<file path="src/design/rmfi_pkg.sv">
/*
 * Shared constants for the rectifier mode and fault indicator block.
 * Assumes a 50 MHz system clock; sensor comparisons arrive as digital levels.
 */
package rmfi_pkg;
	// Clock rate
	localparam int unsigned CLK_HZ = 50_000_000;
	// Excitation pulse on and off time in ms
	localparam int unsigned EXC_HALF_MS = 500;
	// Over-current blink half period in ms
	localparam int unsigned OC_HALF_MS = 500;
	// Over-temperature blink half period in ms
	localparam int unsigned OT_HALF_MS = 130;
	// Derived cycle counts, rounded down, with no floor at one
	localparam int unsigned EXC_HALF_CYC = CLK_HZ / 1000 * EXC_HALF_MS;
	localparam int unsigned OC_HALF_CYC = CLK_HZ / 1000 * OC_HALF_MS;
	localparam int unsigned OT_HALF_CYC = CLK_HZ / 1000 * OT_HALF_MS;
	// Full-power to low-power delay in ms (arbitrary plain default)
	localparam int unsigned LP_DELAY_MS = 1000;
	localparam int unsigned LP_DELAY_CYC = CLK_HZ / 1000 * LP_DELAY_MS;
	// Counter width for all timers
	localparam int unsigned TMR_W = 32;
	// Indicator count: fault, fuse, array on, low power
	localparam int unsigned LED_N = 4;
	localparam int unsigned LED_FAULT = 0;
	localparam int unsigned LED_FUSE = 1;
	localparam int unsigned LED_ARRAY = 2;
	localparam int unsigned LED_LOWP = 3;
	// Mode states
	typedef enum logic [2:0] {
		RMFI_DIODE,
		RMFI_EXC_ON,
		RMFI_EXC_OFF,
		RMFI_LOWP
	} rmfi_mode_type;
endpackage

</file>
<file path="src/design/rmfi_top.sv">
/*
 * Mode sequencing and status indication for a power rectifier.
 * Assumes analog comparators deliver level signals from outside the clock
 * domain; indicator outputs drive open-drain stages with external pull-ups.
 */
// How it works
// - Alternator output ends re-excitation, back to diode
// - Keep watching trigger and voltage, restart when needed
// - Trigger off, voltage low, delay done: low power
// - Combine shorted turns array on
// - Each indicator mirrored on open-drain external output
// - Blown fuse lights fuse indicator
// - Over-current above twice rating blinks fault
// - Over-current blink 0.5 s on, 0.5 s off
// - Over-current clears only 10 A below start
// - No over-current flag for reverse current in excitation/combine
// - Above 135 C blinks fault for over-temperature
// - Over-temperature blink 0.13 s on/off
// - Over-temperature clears below 130 C
// - Excitation pulse half second on, half off
// - Re-excitation pulses repeat without count limit
`timescale 1ns/100ps
module rmfi_top
	import rmfi_pkg::*;
#(
	parameter int unsigned EXC_HALF = EXC_HALF_CYC,
	parameter int unsigned OC_HALF  = OC_HALF_CYC,
	parameter int unsigned OT_HALF  = OT_HALF_CYC,
	parameter int unsigned LP_DELAY = LP_DELAY_CYC
) (
	// Clock and reset
	input  wire logic             sys_clk,
	input  wire logic             rst_n,
	// Trigger and sense comparator levels, asynchronous
	input  wire logic             reexcTrigIn,
	input  wire logic             altAboveBatIn,
	input  wire logic             altChargingIn,
	input  wire logic             combineShortIn,
	// Current comparators: above 2x max_continuous_current, above that minus 10 A
	input  wire logic             ocHighIn,
	input  wire logic             ocLowIn,
	input  wire logic             reverseCurrentIn,
	// Temperature comparators: above 135 C, above 130 C
	input  wire logic             otHighIn,
	input  wire logic             otLowIn,
	// Fuse sense, high when blown
	input  wire logic             fuseBlownIn,
	// Power array gate
	output logic                  arrayOn,
	// Low-power state
	output logic                  lowPower,
	// On-board indicators, high lights the lamp
	output logic [LED_N-1:0]      ledOn,
	// External open-drain pins, enable high while pulling low
	output logic [LED_N-1:0]      extLedOut,
	output logic [LED_N-1:0]      extLedOe
);

	localparam int SYNC_N = 10; // Number of synchronised inputs

	// Two-stage synchroniser array
	logic [SYNC_N-1:0] syncA_q;
	logic [SYNC_N-1:0] syncB_q;
	logic [SYNC_N-1:0] rawIn;

	assign rawIn = {fuseBlownIn, otLowIn, otHighIn, reverseCurrentIn, ocLowIn, ocHighIn,
		combineShortIn, altChargingIn, altAboveBatIn, reexcTrigIn};

	// Synchronise every pin before use; first stage feeds only the second
	// Both stages clear on reset, so a pin already high at release
	// still takes two edges to reach the logic
	always_ff @(posedge sys_clk or negedge rst_n) begin
		if (!rst_n) begin
			syncA_q <= '0;
			syncB_q <= '0;
		end else begin
			syncA_q <= rawIn;
			syncB_q <= syncA_q;
		end
	end

	// Named views of synchronised levels
	logic trig, altAbove, altChg, combine, ocHigh, ocLow, revCur, otHigh, otLow, fuse;
	assign trig     = syncB_q[0];
	assign altAbove = syncB_q[1];
	assign altChg   = syncB_q[2];
	assign combine  = syncB_q[3];
	assign ocHigh   = syncB_q[4];
	assign ocLow    = syncB_q[5];
	assign revCur   = syncB_q[6];
	assign otHigh   = syncB_q[7];
	assign otLow    = syncB_q[8];
	assign fuse     = syncB_q[9];

	// Mode state and timers
	rmfi_mode_type     mode_q;
	logic [TMR_W-1:0]  excTmr_q;  // Pulse phase timer
	logic [TMR_W-1:0]  lpTmr_q;   // Low-power entry delay

	// Conditions that call for re-excitation
	logic reexcNeed;
	assign reexcNeed = trig && !altAbove && !altChg;

	// Mode sequencer
	always_ff @(posedge sys_clk or negedge rst_n) begin
		if (!rst_n) begin
			mode_q   <= RMFI_DIODE;
			excTmr_q <= '0;
		end else begin
			case (mode_q)
				RMFI_DIODE: begin
					excTmr_q <= '0;
					if (reexcNeed) begin
						mode_q <= RMFI_EXC_ON;
					end else if (!trig && !altAbove && !combine
						&& lpTmr_q >= TMR_W'(LP_DELAY)) begin
						mode_q <= RMFI_LOWP;
					end
				end
				RMFI_EXC_ON: begin
					if (altChg || !trig) begin
						// Charging seen or trigger gone: back to diode
						mode_q   <= RMFI_DIODE;
						excTmr_q <= '0;
					end else if (excTmr_q >= TMR_W'(EXC_HALF - 1)) begin
						mode_q   <= RMFI_EXC_OFF;
						excTmr_q <= '0;
					end else begin
						excTmr_q <= excTmr_q + 1'b1;
					end
				end
				RMFI_EXC_OFF: begin
					// Charging seen or trigger gone during the dark half
					if (altChg || !trig) begin
						mode_q   <= RMFI_DIODE;
						excTmr_q <= '0;
					end else if (excTmr_q >= TMR_W'(EXC_HALF - 1)) begin
						// No pulse count: repeats as long as needed
						mode_q   <= RMFI_EXC_ON;
						excTmr_q <= '0;
					end else begin
						excTmr_q <= excTmr_q + 1'b1;
					end
				end
				RMFI_LOWP: begin
					// Wake on trigger, rising alternator or combine
					excTmr_q <= '0;
					if (trig || altAbove || combine) begin
						mode_q <= RMFI_DIODE;
					end
				end
				default: begin
					mode_q   <= RMFI_DIODE;
					excTmr_q <= '0;
				end
			endcase
		end
	end

	// Low-power delay counts while idle conditions hold, saturating
	// Saturation keeps a long idle spell from wrapping below the delay
	// Any wake source restarts the full delay
	always_ff @(posedge sys_clk or negedge rst_n) begin
		if (!rst_n) begin
			lpTmr_q <= '0;
		end else if (mode_q == RMFI_DIODE && !trig && !altAbove && !combine) begin
			if (lpTmr_q < TMR_W'(LP_DELAY)) begin
				lpTmr_q <= lpTmr_q + 1'b1;
			end
		end else begin
			lpTmr_q <= '0;
		end
	end

	// Array gate: combine overrides, else excitation on-phase or forward diode
	// Low-power mode leaves only combine able to close the array
	// Registered, so the gate never glitches on sensor edges
	logic excMode;
	assign excMode = (mode_q == RMFI_EXC_ON) || (mode_q == RMFI_EXC_OFF);

	always_ff @(posedge sys_clk or negedge rst_n) begin
		if (!rst_n) begin
			arrayOn <= 1'b0;
		end else begin
			arrayOn <= combine
				|| (mode_q == RMFI_EXC_ON)
				|| (mode_q == RMFI_DIODE && altAbove);
		end
	end

	// Low-power status flop
	always_ff @(posedge sys_clk or negedge rst_n) begin
		if (!rst_n) begin
			lowPower <= 1'b0;
		end else begin
			lowPower <= (mode_q == RMFI_LOWP);
		end
	end

	// Over-current flag with hysteresis; reverse current ignored in excitation/combine
	logic ocFlag_q;
	logic ocMasked;
	assign ocMasked = revCur && (excMode || combine);

	always_ff @(posedge sys_clk or negedge rst_n) begin
		if (!rst_n) begin
			ocFlag_q <= 1'b0;
		end else if (ocMasked) begin
			ocFlag_q <= 1'b0;
		end else if (ocHigh) begin
			ocFlag_q <= 1'b1;
		end else if (!ocLow) begin
			ocFlag_q <= 1'b0;
		end
	end

	// Over-temperature flag with hysteresis
	logic otFlag_q;
	always_ff @(posedge sys_clk or negedge rst_n) begin
		if (!rst_n) begin
			otFlag_q <= 1'b0;
		end else if (otHigh) begin
			otFlag_q <= 1'b1;
		end else if (!otLow) begin
			otFlag_q <= 1'b0;
		end
	end

	// Blink tick counters: own phase per pattern, running only while its flag is set
	// One counter per pattern, so a priority swap never restarts the other
	logic [TMR_W-1:0] ocTmr_q;
	logic [TMR_W-1:0] otTmr_q;
	logic             ocPhase_q;
	logic             otPhase_q;

	// Over-current blink timer; restarts lit when flag is idle
	always_ff @(posedge sys_clk or negedge rst_n) begin
		if (!rst_n) begin
			ocTmr_q   <= '0;
			ocPhase_q <= 1'b1;
		end else if (!ocFlag_q) begin
			ocTmr_q   <= '0;
			ocPhase_q <= 1'b1;
		end else if (ocTmr_q >= TMR_W'(OC_HALF - 1)) begin
			ocTmr_q   <= '0;
			ocPhase_q <= !ocPhase_q;
		end else begin
			ocTmr_q <= ocTmr_q + 1'b1;
		end
	end

	// Over-temperature blink timer
	always_ff @(posedge sys_clk or negedge rst_n) begin
		if (!rst_n) begin
			otTmr_q   <= '0;
			otPhase_q <= 1'b1;
		end else if (!otFlag_q) begin
			otTmr_q   <= '0;
			otPhase_q <= 1'b1;
		end else if (otTmr_q >= TMR_W'(OT_HALF - 1)) begin
			otTmr_q   <= '0;
			otPhase_q <= !otPhase_q;
		end else begin
			otTmr_q <= otTmr_q + 1'b1;
		end
	end

	// Indicator levels before output flops
	// Array lamp reads the registered gate, so it trails it by one edge
	// Low-power lamp reads the mode directly to line up with lowPower
	logic [LED_N-1:0] ledD;
	always_comb begin
		ledD = '0;
		// Temperature pattern wins the shared lamp
		if (otFlag_q) begin
			ledD[LED_FAULT] = otPhase_q;
		end else if (ocFlag_q) begin
			ledD[LED_FAULT] = ocPhase_q;
		end
		ledD[LED_FUSE]  = fuse;
		ledD[LED_ARRAY] = arrayOn;
		ledD[LED_LOWP]  = (mode_q == RMFI_LOWP);
	end

	// Per-indicator output flops, on-board and external mirror
	genvar gi;
	generate
		for (gi = 0; gi < LED_N; gi++) begin : g_led
			always_ff @(posedge sys_clk or negedge rst_n) begin
				if (!rst_n) begin
					ledOn[gi]     <= 1'b0;
					extLedOut[gi] <= 1'b0;
					extLedOe[gi]  <= 1'b0;
				end else begin
					ledOn[gi]     <= ledD[gi];
					// Open drain: drive low only when lit
					// Data stays low; only the enable moves, never driving high
					extLedOut[gi] <= 1'b0;
					extLedOe[gi]  <= ledD[gi];
				end
			end
		end
	endgenerate

endmodule

</file>
<file path="config.mk">
export PLATFORM = sky130hd
export DESIGN_NAME = rmfi_top
export DESIGN_NICKNAME = d
export VERILOG_FILES = /design/src/design/rmfi_pkg.sv /design/src/design/rmfi_top.sv
export SDC_FILE = /design/constraint.sdc
export NUM_CORES = 1
export LEC_CHECK = 0
export ABC_AREA = 1
export BUFFER_PORTS_ARGS = -buffer_cell sky130_fd_sc_hd__buf_4
export CAP_MARGIN = 0
export CELL_PAD_IN_SITES_DETAIL_PLACEMENT = 2
export CELL_PAD_IN_SITES_GLOBAL_PLACEMENT = 2
export CORE_AREA = 2 2 145 161
export DETAILED_ROUTE_END_ITERATION = 10
export DIE_AREA = 0 0 147 163
export GPL_TIMING_DRIVEN = 0
export HOLD_SLACK_MARGIN = 0.08
export PLACE_DENSITY_LB_ADDON = 0.1
export SYNTH_ARGS = -nofsm -noshare
export SYNTH_HDL_FRONTEND = slang
export SYNTH_SLANG_ARGS = --single-unit
export TNS_END_PERCENT = 5
</file>
<file path="constraint.sdc">
create_clock -name sys_clk -period 1.7 [get_ports sys_clk]
set_input_delay 0.34 -clock sys_clk [delete_from_list [all_inputs] [get_ports sys_clk]]
set_output_delay 0.34 -clock sys_clk [all_outputs]
set_load 0.005 [all_outputs]
</file>
==> summary.txt, run 1 <==
total of max-cap violations: 0
Yosys Warn Count: 0
Total Power: 8.56 mW
Worst Path Max Fanout: 6
Hold/Removal Path Class: reg -> reg
startpoint types: flop
Die H: 163 um
via/cell ratio: 4.81
Critical path buffers and inverters: 2
Slew @ Worst Pin: 574 ps
Seq pwr share: 0.468
CP Cell Sequence: inv_1 -> nand2_1 -> o21ai_0 -> nor2_1 -> nor2_1 -> nand2_2 -> nand2_2 -> nand2_4 -> buf_4 -> nor3b_2
final setup margin: -31.9 ps
initial core utilization: 0.342
share of the synthesized area in the top cell type: 0.511
FFs w/ async S/R, synth: 1.00
Synth Instances: 902
top_reg_cell synth: dfrtp_1
Row Count: 58
crit end category: flop
Seq/Total Area, Yosys: 0.518
vias in the first global route: 7096
I/O Buffers: 21
Switching Share: 0.263
RSZ-0062 raised after global routing: yes
Commonest cells post-synth: 169 x nand2_1, 163 x nor2_1, 157 x dfrtp_1, 109 x inv_1, 52 x nand3_1
root buf cell: clkbuf_16
largest net degree at the start of global routing: 90
Pint: 6.31 mW
gpl congestion: 0.754
hpwl dp: 14300 um
CP max stage delay: 410 ps
endpoints failing setup: 7
count of state elements after synthesis: 159
DR pass1 iterations: 4
Die X: 147 um
CTS tree: done
total gr overflow: 0
Max stage delay cell, worst path: dfrtp_1
Synth area leaders: dfrtp_1 51%, nand2_1 8.2%, nor2_1 8.0%
final WL: 22200 um
most frequent cell after synthesis: nand2_1
WP data required: 2050 ps
clock buffer count from CTS: 17
Pleak: 4.37 nW
Hold Violations, Final: 0
Iter 0 DRT Violations: 155
Max H-tree Level: 4
Max-slew headroom: 0.617
Syn Area/Cell: 8.53 sq um
clk slew on worst S/H paths: 70 ps
WL/cell: 16.6 um
total die area: 0.0240 sq mm
via count: 6439
clock power share: 0.442
setup TNS: -111 ps
fmax: 577 MHz
Synth area leader: dfrtp_1
post-synth cell types: 42
Worst VDD drop: 600 uV
first-pass GRT wire length: 36100 um
Post-Syn Area: 0.00769 sq mm
Psw: 2.25 mW
CORE AREA: 0.0225 sq mm
EDFF count, synth: 0
Max Root-Sink Buffers: 2
max-slew violations: 0
initial antenna violation count: 0
crit path kind: reg -> reg
Nets: 1048
CP delay by family, top: simple AND/OR/NAND/NOR gates
Combinational Power Share: 0.089
status: finished with violations
diodes inserted: 0
Sink Count: 159
clock latency on the worst-skew pair: 420 ps
Cell Pwr Density: 844 mW/mm^2
Ports: 26
Layout area overhead: 32.0%
Hold Worst Slack: 351 ps
remaining antenna violation count: 0
total track usage: 0.189
fraction of layout cells with a size suffix above 1: 0.273
DRC: 0
Final Critical Period: 1730 ps
CP arrival: 2080 ps
Worst Skew: 12.1 ps
failing checks: setup timing
Tcrit/Tclk final: 1.02
worst paths after layout:
check	cells after the start	slack, ps	end	start
max	10	-30	ocTmr_q[10]	ocTmr_q[8]
min	0	350	syncB_q[8]	syncA_q[8]
max reg2reg	10	-30	ocTmr_q[10]	ocTmr_q[8]
min reg2reg	0	350	syncB_q[8]	syncA_q[8]
max in group asynchronous	3	370	lpTmr_q[19]	rst_n
min in group asynchronous	2	450	otTmr_q[10]	rst_n
placed cells by master, fill, tap and decap left out, types with 13 or more instances in the layout:
| cell type | Yosys | routed |
|---|---|---|
| buf_4 | 11 | 73 |
| clkbuf_16 | 0 | 17 |
| conb_1 | 1 | 27 |
| dfrtp_1 | 157 | 144 |
| dfrtp_2 | 0 | 13 |
| inv_1 | 109 | 98 |
| nand2_1 | 169 | 144 |
| nand2_2 | 6 | 25 |
| nand3_1 | 52 | 40 |
| nand4_1 | 28 | 28 |
| nor2_1 | 163 | 136 |
| nor2_2 | 5 | 21 |
| nor2_4 | 2 | 13 |
| nor3_1 | 34 | 21 |
| o21ai_0 | 27 | 21 |
| xnor2_1 | 16 | 16 |
| xor2_1 | 29 | 29 |
metrics by stage:
stage	area, sq um	setup WS, ps	cells	utilization
after floorplan	7790	119	928	-
after global placement	8320	-674	1249	0.370
after detailed placement	8360	-526	1250	0.371
after CTS	9530	-28.2	1311	0.424
final	10100	-31.9	1340	0.451
after global routing	10100	-158	1340	0.451
repair_timing:
action	4_1_cts	5_1_grt
resized for setup	78	114
pin swaps	13	32
setup buffers	16	30
endpoints found under the hold margin	78	0
gates cloned	2	0
hold buffers	11	0
endpoints found under the setup margin	102	108
state kept, by name, summed over array words and instances, names as in the netlist:
name / count
mode_q: 2
otPhase_q: 1
extLedOe: 4
otTmr_q: 32
lpTmr_q: 32
otFlag_q: 1
syncB_q: 10
excTmr_q: 32
ocFlag_q: 1
arrayOn: 1
ocTmr_q: 32
syncA_q: 10
ocPhase_q: 1
power groups by stage:
stage          combinational, mW  clock, mW  sequential (mW)
3_5_place_dp               0.670          0             4.07
2_1_floorplan              0.356          0             4.04
5_1_grt                    0.860       4.08             4.03
6_report                   0.764       3.79             4.01
3_3_place_gp               0.635          0             4.06
4_1_cts                    0.728       3.92             4.00
metal layers:
layer  part of all wire  GRT usage  up-vias
met5                  0          0        -
li1                   -          -     3095
met3              0.018     0.0375       24
met2               0.55      0.344       52
met4              0.014     0.0455        0
met1               0.42      0.232     3268
cells by family (layout without fill, tap and decap cells):
logic type      count (synthesis)  in the layout  synth area share
simple gates                  497            497             0.298
flops                         159            159             0.518
buf+inv                       134            246            0.0758
compound gates                 57             57            0.0417
xor+xnor                       45             45            0.0513
fa+ha+maj                       9              9            0.0146
other cells                     1             27          0.000488
area by class of cell:
type	count	area [sq um]
plain buffers	22	215
clock buffers	17	425
clock inverters	15	155
fillers	2429	12300
inverters	111	419
multi-input cells	635	3830
flip-flops and latches	159	4000
well taps	300	375
repair buffers	81	732
Power figures use the tool's default switching activity.
==> run 2, diff against run 1 <==
- CORE_AREA: 2 2 145 161 -> 2 2 134 149
- DIE_AREA: 0 0 147 163 -> 0 0 136 151
- PLACE_DENSITY: not set -> 0.84
- PLACE_DENSITY_LB_ADDON: 0.1 -> not set
- clock period: 1.7 -> 2 ns (I/O delays scaled with it)
==> summary.txt, run 2 (same netlist as run 1, synthesis figures left out) <==
WP data required: 2330 ps
Pleak: 3.93 nW
Psw: 1.92 mW
Worst VDD drop: 709 uV
startpoint types: flop
clk slew on worst S/H paths: 70 ps
crit path kind: reg -> reg
setup TNS: 0 ps
I/O Buffers: 21
CP max stage delay: 390 ps
Seq pwr share: 0.455
Row Count: 53
multi-input logic area: 0.00335 sq mm
via count: 6394
clock buffer count from CTS: 17
fraction of layout cells with a size suffix above 1: 0.150
Place WS: -209 ps
CORE AREA: 0.0190 sq mm
via/cell ratio: 5.14
Max Root-Sink Buffers: 2
Sink Count: 159
Nets: 1005
final setup margin: 84.9 ps
Worst Skew: 12.8 ps
Switching Share: 0.257
Slew @ Worst Pin: 601 ps
clock latency on the worst-skew pair: 440 ps
Hold Violations, Final: 0
Die H: 151 um
RSZ-0062 raised after global routing: yes
CP Cell Sequence: ha_1 -> nand4_1 -> nor3_2 -> nand3_1 -> nor2_1 -> xnor2_1 -> nor2_1
status: completed
Ports: 26
Combinational Power Share: 0.083
crit end category: flop
Hold/Removal Path Class: reg -> reg
Final Util: 0.484
initial core utilization: 0.405
CP delay by family, top: simple AND/OR/NAND/NOR gates
most common cell after layout, fill and taps aside: nand2_1
fillcell total: 2092
Worst Path Max Fanout: 5
Max stage delay cell, worst path: dfrtp_1
CP arrival: 2240 ps
total die area: 0.0205 sq mm
fmax: 522 MHz
Max-slew headroom: 0.599
Final Critical Period: 1920 ps
diodes inserted: 0
Layout area overhead: 19.5%
endpoints failing setup: 0
first-pass GRT wire length: 39100 um
final WL: 24000 um
Tcrit/Tclk final: 0.958
largest net degree at the start of global routing: 116
DR pass1 iterations: 4
total gr overflow: 0
DRC: 0
max-slew violations: 0
WL/cell: 19.3 um
initial antenna violation count: 0
vias in the first global route: 7336
remaining antenna violation count: 0
gpl congestion: 0.809
most frequent CP cell: nor2_1
Iter 0 DRT Violations: 177
Critical path buffers and inverters: 0
most frequent cells in the layout: 166 x nand2_1, 155 x nor2_1, 154 x dfrtp_1
Die X: 136 um
Register Area: 0.00399 sq mm
total track usage: 0.249
Cell Pwr Density: 815 mW/mm^2
clock power share: 0.461
Pint: 5.57 mW
hpwl dp: 14800 um
Max H-tree Level: 4
Hold Worst Slack: 357 ps
total of max-cap violations: 0
root buf cell: clkbuf_16
CTS tree: done
-- run 2: cell count changes in the layout (fill, tap and decap cells not counted), moves of 10 or more --
| cell | before | now |
|---|---|---|
| dfrtp_2 | 13 | 3 |
| nor2_1 | 136 | 155 |
| dfrtp_1 | 144 | 154 |
| nand2_1 | 144 | 166 |
| buf_4 | 73 | 38 |
| nor2_2 | 21 | 11 |
| nor3_1 | 21 | 32 |
| nand2_2 | 25 | 8 |
-- run 2: worst paths after layout --
kind / from / end / slack (ps) / depth (start not counted)
max in group asynchronous: rst_n / lpTmr_q[19] / 620 / 3
max: otTmr_q[0] / otTmr_q[22] / 80 / 7
min in group asynchronous: rst_n / excTmr_q[20] / 440 / 2
min reg2reg: syncA_q[2] / syncB_q[2] / 360 / 0
min: syncA_q[2] / syncB_q[2] / 360 / 0
max reg2reg: otTmr_q[0] / otTmr_q[22] / 80 / 7
-- run 2: repair_timing --
action | CTS | global route
endpoints found under the setup margin | 55 | 79
hold buffers | 11 | 0
pin swaps | 0 | 4
buffers inserted | 0 | 4
resized for setup | 12 | 29
endpoints found under the hold margin | 54 | 0
-- run 2: through the flow --
| step | area [sq um] | power [mW] | cells |
|---|---|---|---|
| final | 9190 | 7.49 | 1244 |
| after global routing | 9190 | 7.75 | 1244 |
| after CTS | 9050 | 7.51 | 1240 |
| after detailed placement | 8290 | 4.02 | 1197 |
| after global placement | 8250 | 3.98 | 1196 |
| after floorplan | 7790 | 3.74 | 928 |
-- run 2: power groups by stage --
stage | combinational (mW) | clock (mW) | sequential, mW
after global placement | 0.534 | 0 | 3.45
final | 0.623 | 3.45 | 3.41
after global routing | 0.700 | 3.62 | 3.42
after floorplan | 0.303 | 0 | 3.44
after detailed placement | 0.564 | 0 | 3.46
after CTS | 0.618 | 3.49 | 3.40
-- run 2: cell type report --
cell class / count / area share
repair buffers: 37 / 0.0362
well taps: 247 / 0.0336
flip-flops and latches: 159 / 0.434
plain buffers: 23 / 0.0203
multi-input cells: 635 / 0.364
clock buffers: 17 / 0.0463
inverters: 111 / 0.0454
clock inverters: 15 / 0.0202
-- run 2: metal layers --
metal / up-vias / part of all wire / GRT usage
li1: 3006 / - / -
met1: 3297 / 0.42 / 0.291
met2: 61 / 0.55 / 0.470
met3: 30 / 0.015 / 0.0325
met4: 0 / 0.016 / 0.0755
met5: - / 0 / 0
==> run 3, diff against run 2 <==
- PLACE_DENSITY: 0.84 -> 0.82
==> summary.txt, run 3 (same netlist as run 1, synthesis figures left out) <==
status: completed
Hold/Removal Path Class: reg -> reg
clock buffer count from CTS: 17
initial antenna violation count: 0
CORE AREA: 0.0190 sq mm
setup TNS: 0 ps
Switching Share: 0.256
CP arrival: 2220 ps
DRC: 0
fraction of layout cells with a size suffix above 1: 0.143
clock power share: 0.469
first-pass GRT wire length: 37700 um
total gr overflow: 0
via/cell ratio: 5.12
DP Area: 0.00829 sq mm
gpl congestion: 0.787
FF-to-FF End: lpTmr_q[14]
placed cell count: 1197
startpoint types: flop
root buf cell: clkbuf_16
initial core utilization: 0.405
crit end category: flop
Slew @ Worst Pin: 604 ps
Combinational Power Share: 0.083
Max-slew headroom: 0.597
Layout area overhead: 19.1%
hpwl dp: 15300 um
final cell count without fillers: 1242
most frequent cells in the layout: 165 x nand2_1, 160 x nor2_1, 155 x dfrtp_1
Die X: 136 um
Row Count: 53
Psw: 1.94 mW
DR WL met2: 12400 um
endpoints failing setup: 0
most common cell after layout, fill and taps aside: nand2_1
Cell Pwr Density: 828 mW/mm^2
Iter 0 DRT Violations: 256
total of max-cap violations: 0
Tcrit/Tclk final: 0.959
vias in the first global route: 7253
clk slew on worst S/H paths: 60 ps
DR pass1 iterations: 4
I/O Buffers: 21
Design Area, Final: 0.00916 sq mm
clock latency on the worst-skew pair: 440 ps
met1 wire length: 9480 um
max-slew violations: 0
RSZ-0062 raised after global routing: yes
Worst VDD drop: 609 uV
total die area: 0.0205 sq mm
largest net degree at the start of global routing: 117
Hold Violations, Final: 0
total track usage: 0.238
Worst R2R Path Depth: 8
Worst Skew: 10.1 ps
WP data required: 2300 ps
diodes inserted: 0
Total Power: 7.58 mW
Worst Path Max Fanout: 4
via count: 6353
R2R Setup Slk: 80 ps
Top Metal Used: met4
wire length on met3: 551 um
Max Root-Sink Buffers: 2
Hold EP: syncB_q[6]
fmax: 522 MHz
Pleak: 3.92 nW
remaining antenna violation count: 0
hold path startpoint: syncA_q[6]
hold depth: 0
CTS tree: done
Critical R2R Launch: lpTmr_q[0]
Max H-tree Level: 4
Nets: 1003
Die H: 151 um
Pint: 5.64 mW
crit path kind: reg -> reg
WL/cell: 18.4 um
Final Critical Period: 1920 ps
final WL: 22900 um
Sink Count: 159
Ports: 26
Seq pwr share: 0.449
-- run 3: cell count changes in the layout (fill, tap and decap cells not counted), moves of 2 or more --
cell / before / now
buf_4: 38 / 36
nor3_4: 3 / 1
inv_8: 0 / 2
nor2_2: 11 / 6
clkbuf_8: 0 / 2
nor2_1: 155 / 160
clkinv_4: 5 / 1
nor3_2: 8 / 12
nor3_1: 32 / 30
-- run 3: metrics by stage --
step	hold WS [ps]	worst slack (ps)	util
after CTS	353	26.8	0.478
after floorplan	104	419	-
after detailed placement	316	-203	0.437
final	350	82.8	0.483
after global placement	332	-396	0.435
after global routing	349	-105	0.483
-- run 3: worst max-delay path: stages, from the launching register on --
cell	delay (ps)
dfrtp_1	410
ha_2	270
nand3_2	160
inv_2	130
nand2_1	110
nor2_1	200
nand2_1	120
nor3_1	300
nor3b_2	80
-- run 3: how the worst max path moves through the flow --
stage | from | to | slack (ps) | depth (start not counted)
floorplan | lpTmr_q[0] | lpTmr_q[22] | 420 | 8
global placement | rst_n | ocTmr_q[9] | -400 | 1
detailed placement | ocTmr_q[0] | ocTmr_q[21] | -200 | 11
CTS | lpTmr_q[0] | lpTmr_q[14] | 30 | 8
global route | lpTmr_q[0] | lpTmr_q[14] | -100 | 8
finish | lpTmr_q[0] | lpTmr_q[14] | 80 | 8
-- run 3: repair_timing --
item | CTS | global route
setup buffers | 0 | 2
pin swaps | 0 | 1
gates resized for setup | 10 | 24
hold buffers | 11 | 0
endpoints found under the setup margin | 37 | 75
endpoints found under the hold margin | 53 | 0
-- run 3: area by class of cell --
cell class,count,area [sq um]
fill,2117,9810
sequential,159,3980
multi-input combinational,635,3310
clock buffer,19,453
inverter,111,417
timing repair buffer,35,318
tap,247,309
buffer,23,190
clock inverter,13,175
-- run 3: power by group through the flow --
stage / sequential, mW / clock, mW / combinational, mW
after detailed placement: 3.46 / 0 / 0.575
after global placement: 3.45 / 0 / 0.535
after floorplan: 3.44 / 0 / 0.303
final: 3.40 / 3.55 / 0.626
after CTS: 3.40 / 3.60 / 0.624
after global routing: 3.41 / 3.75 / 0.701
-- run 3: metal layers --
| layer | up-vias | global-route usage |
|---|---|---|
| met4 | 0 | 0.0792 |
| met1 | 3221 | 0.283 |
| met5 | - | 0 |
| li1 | 3002 | - |
| met3 | 35 | 0.0365 |
| met2 | 95 | 0.438 |
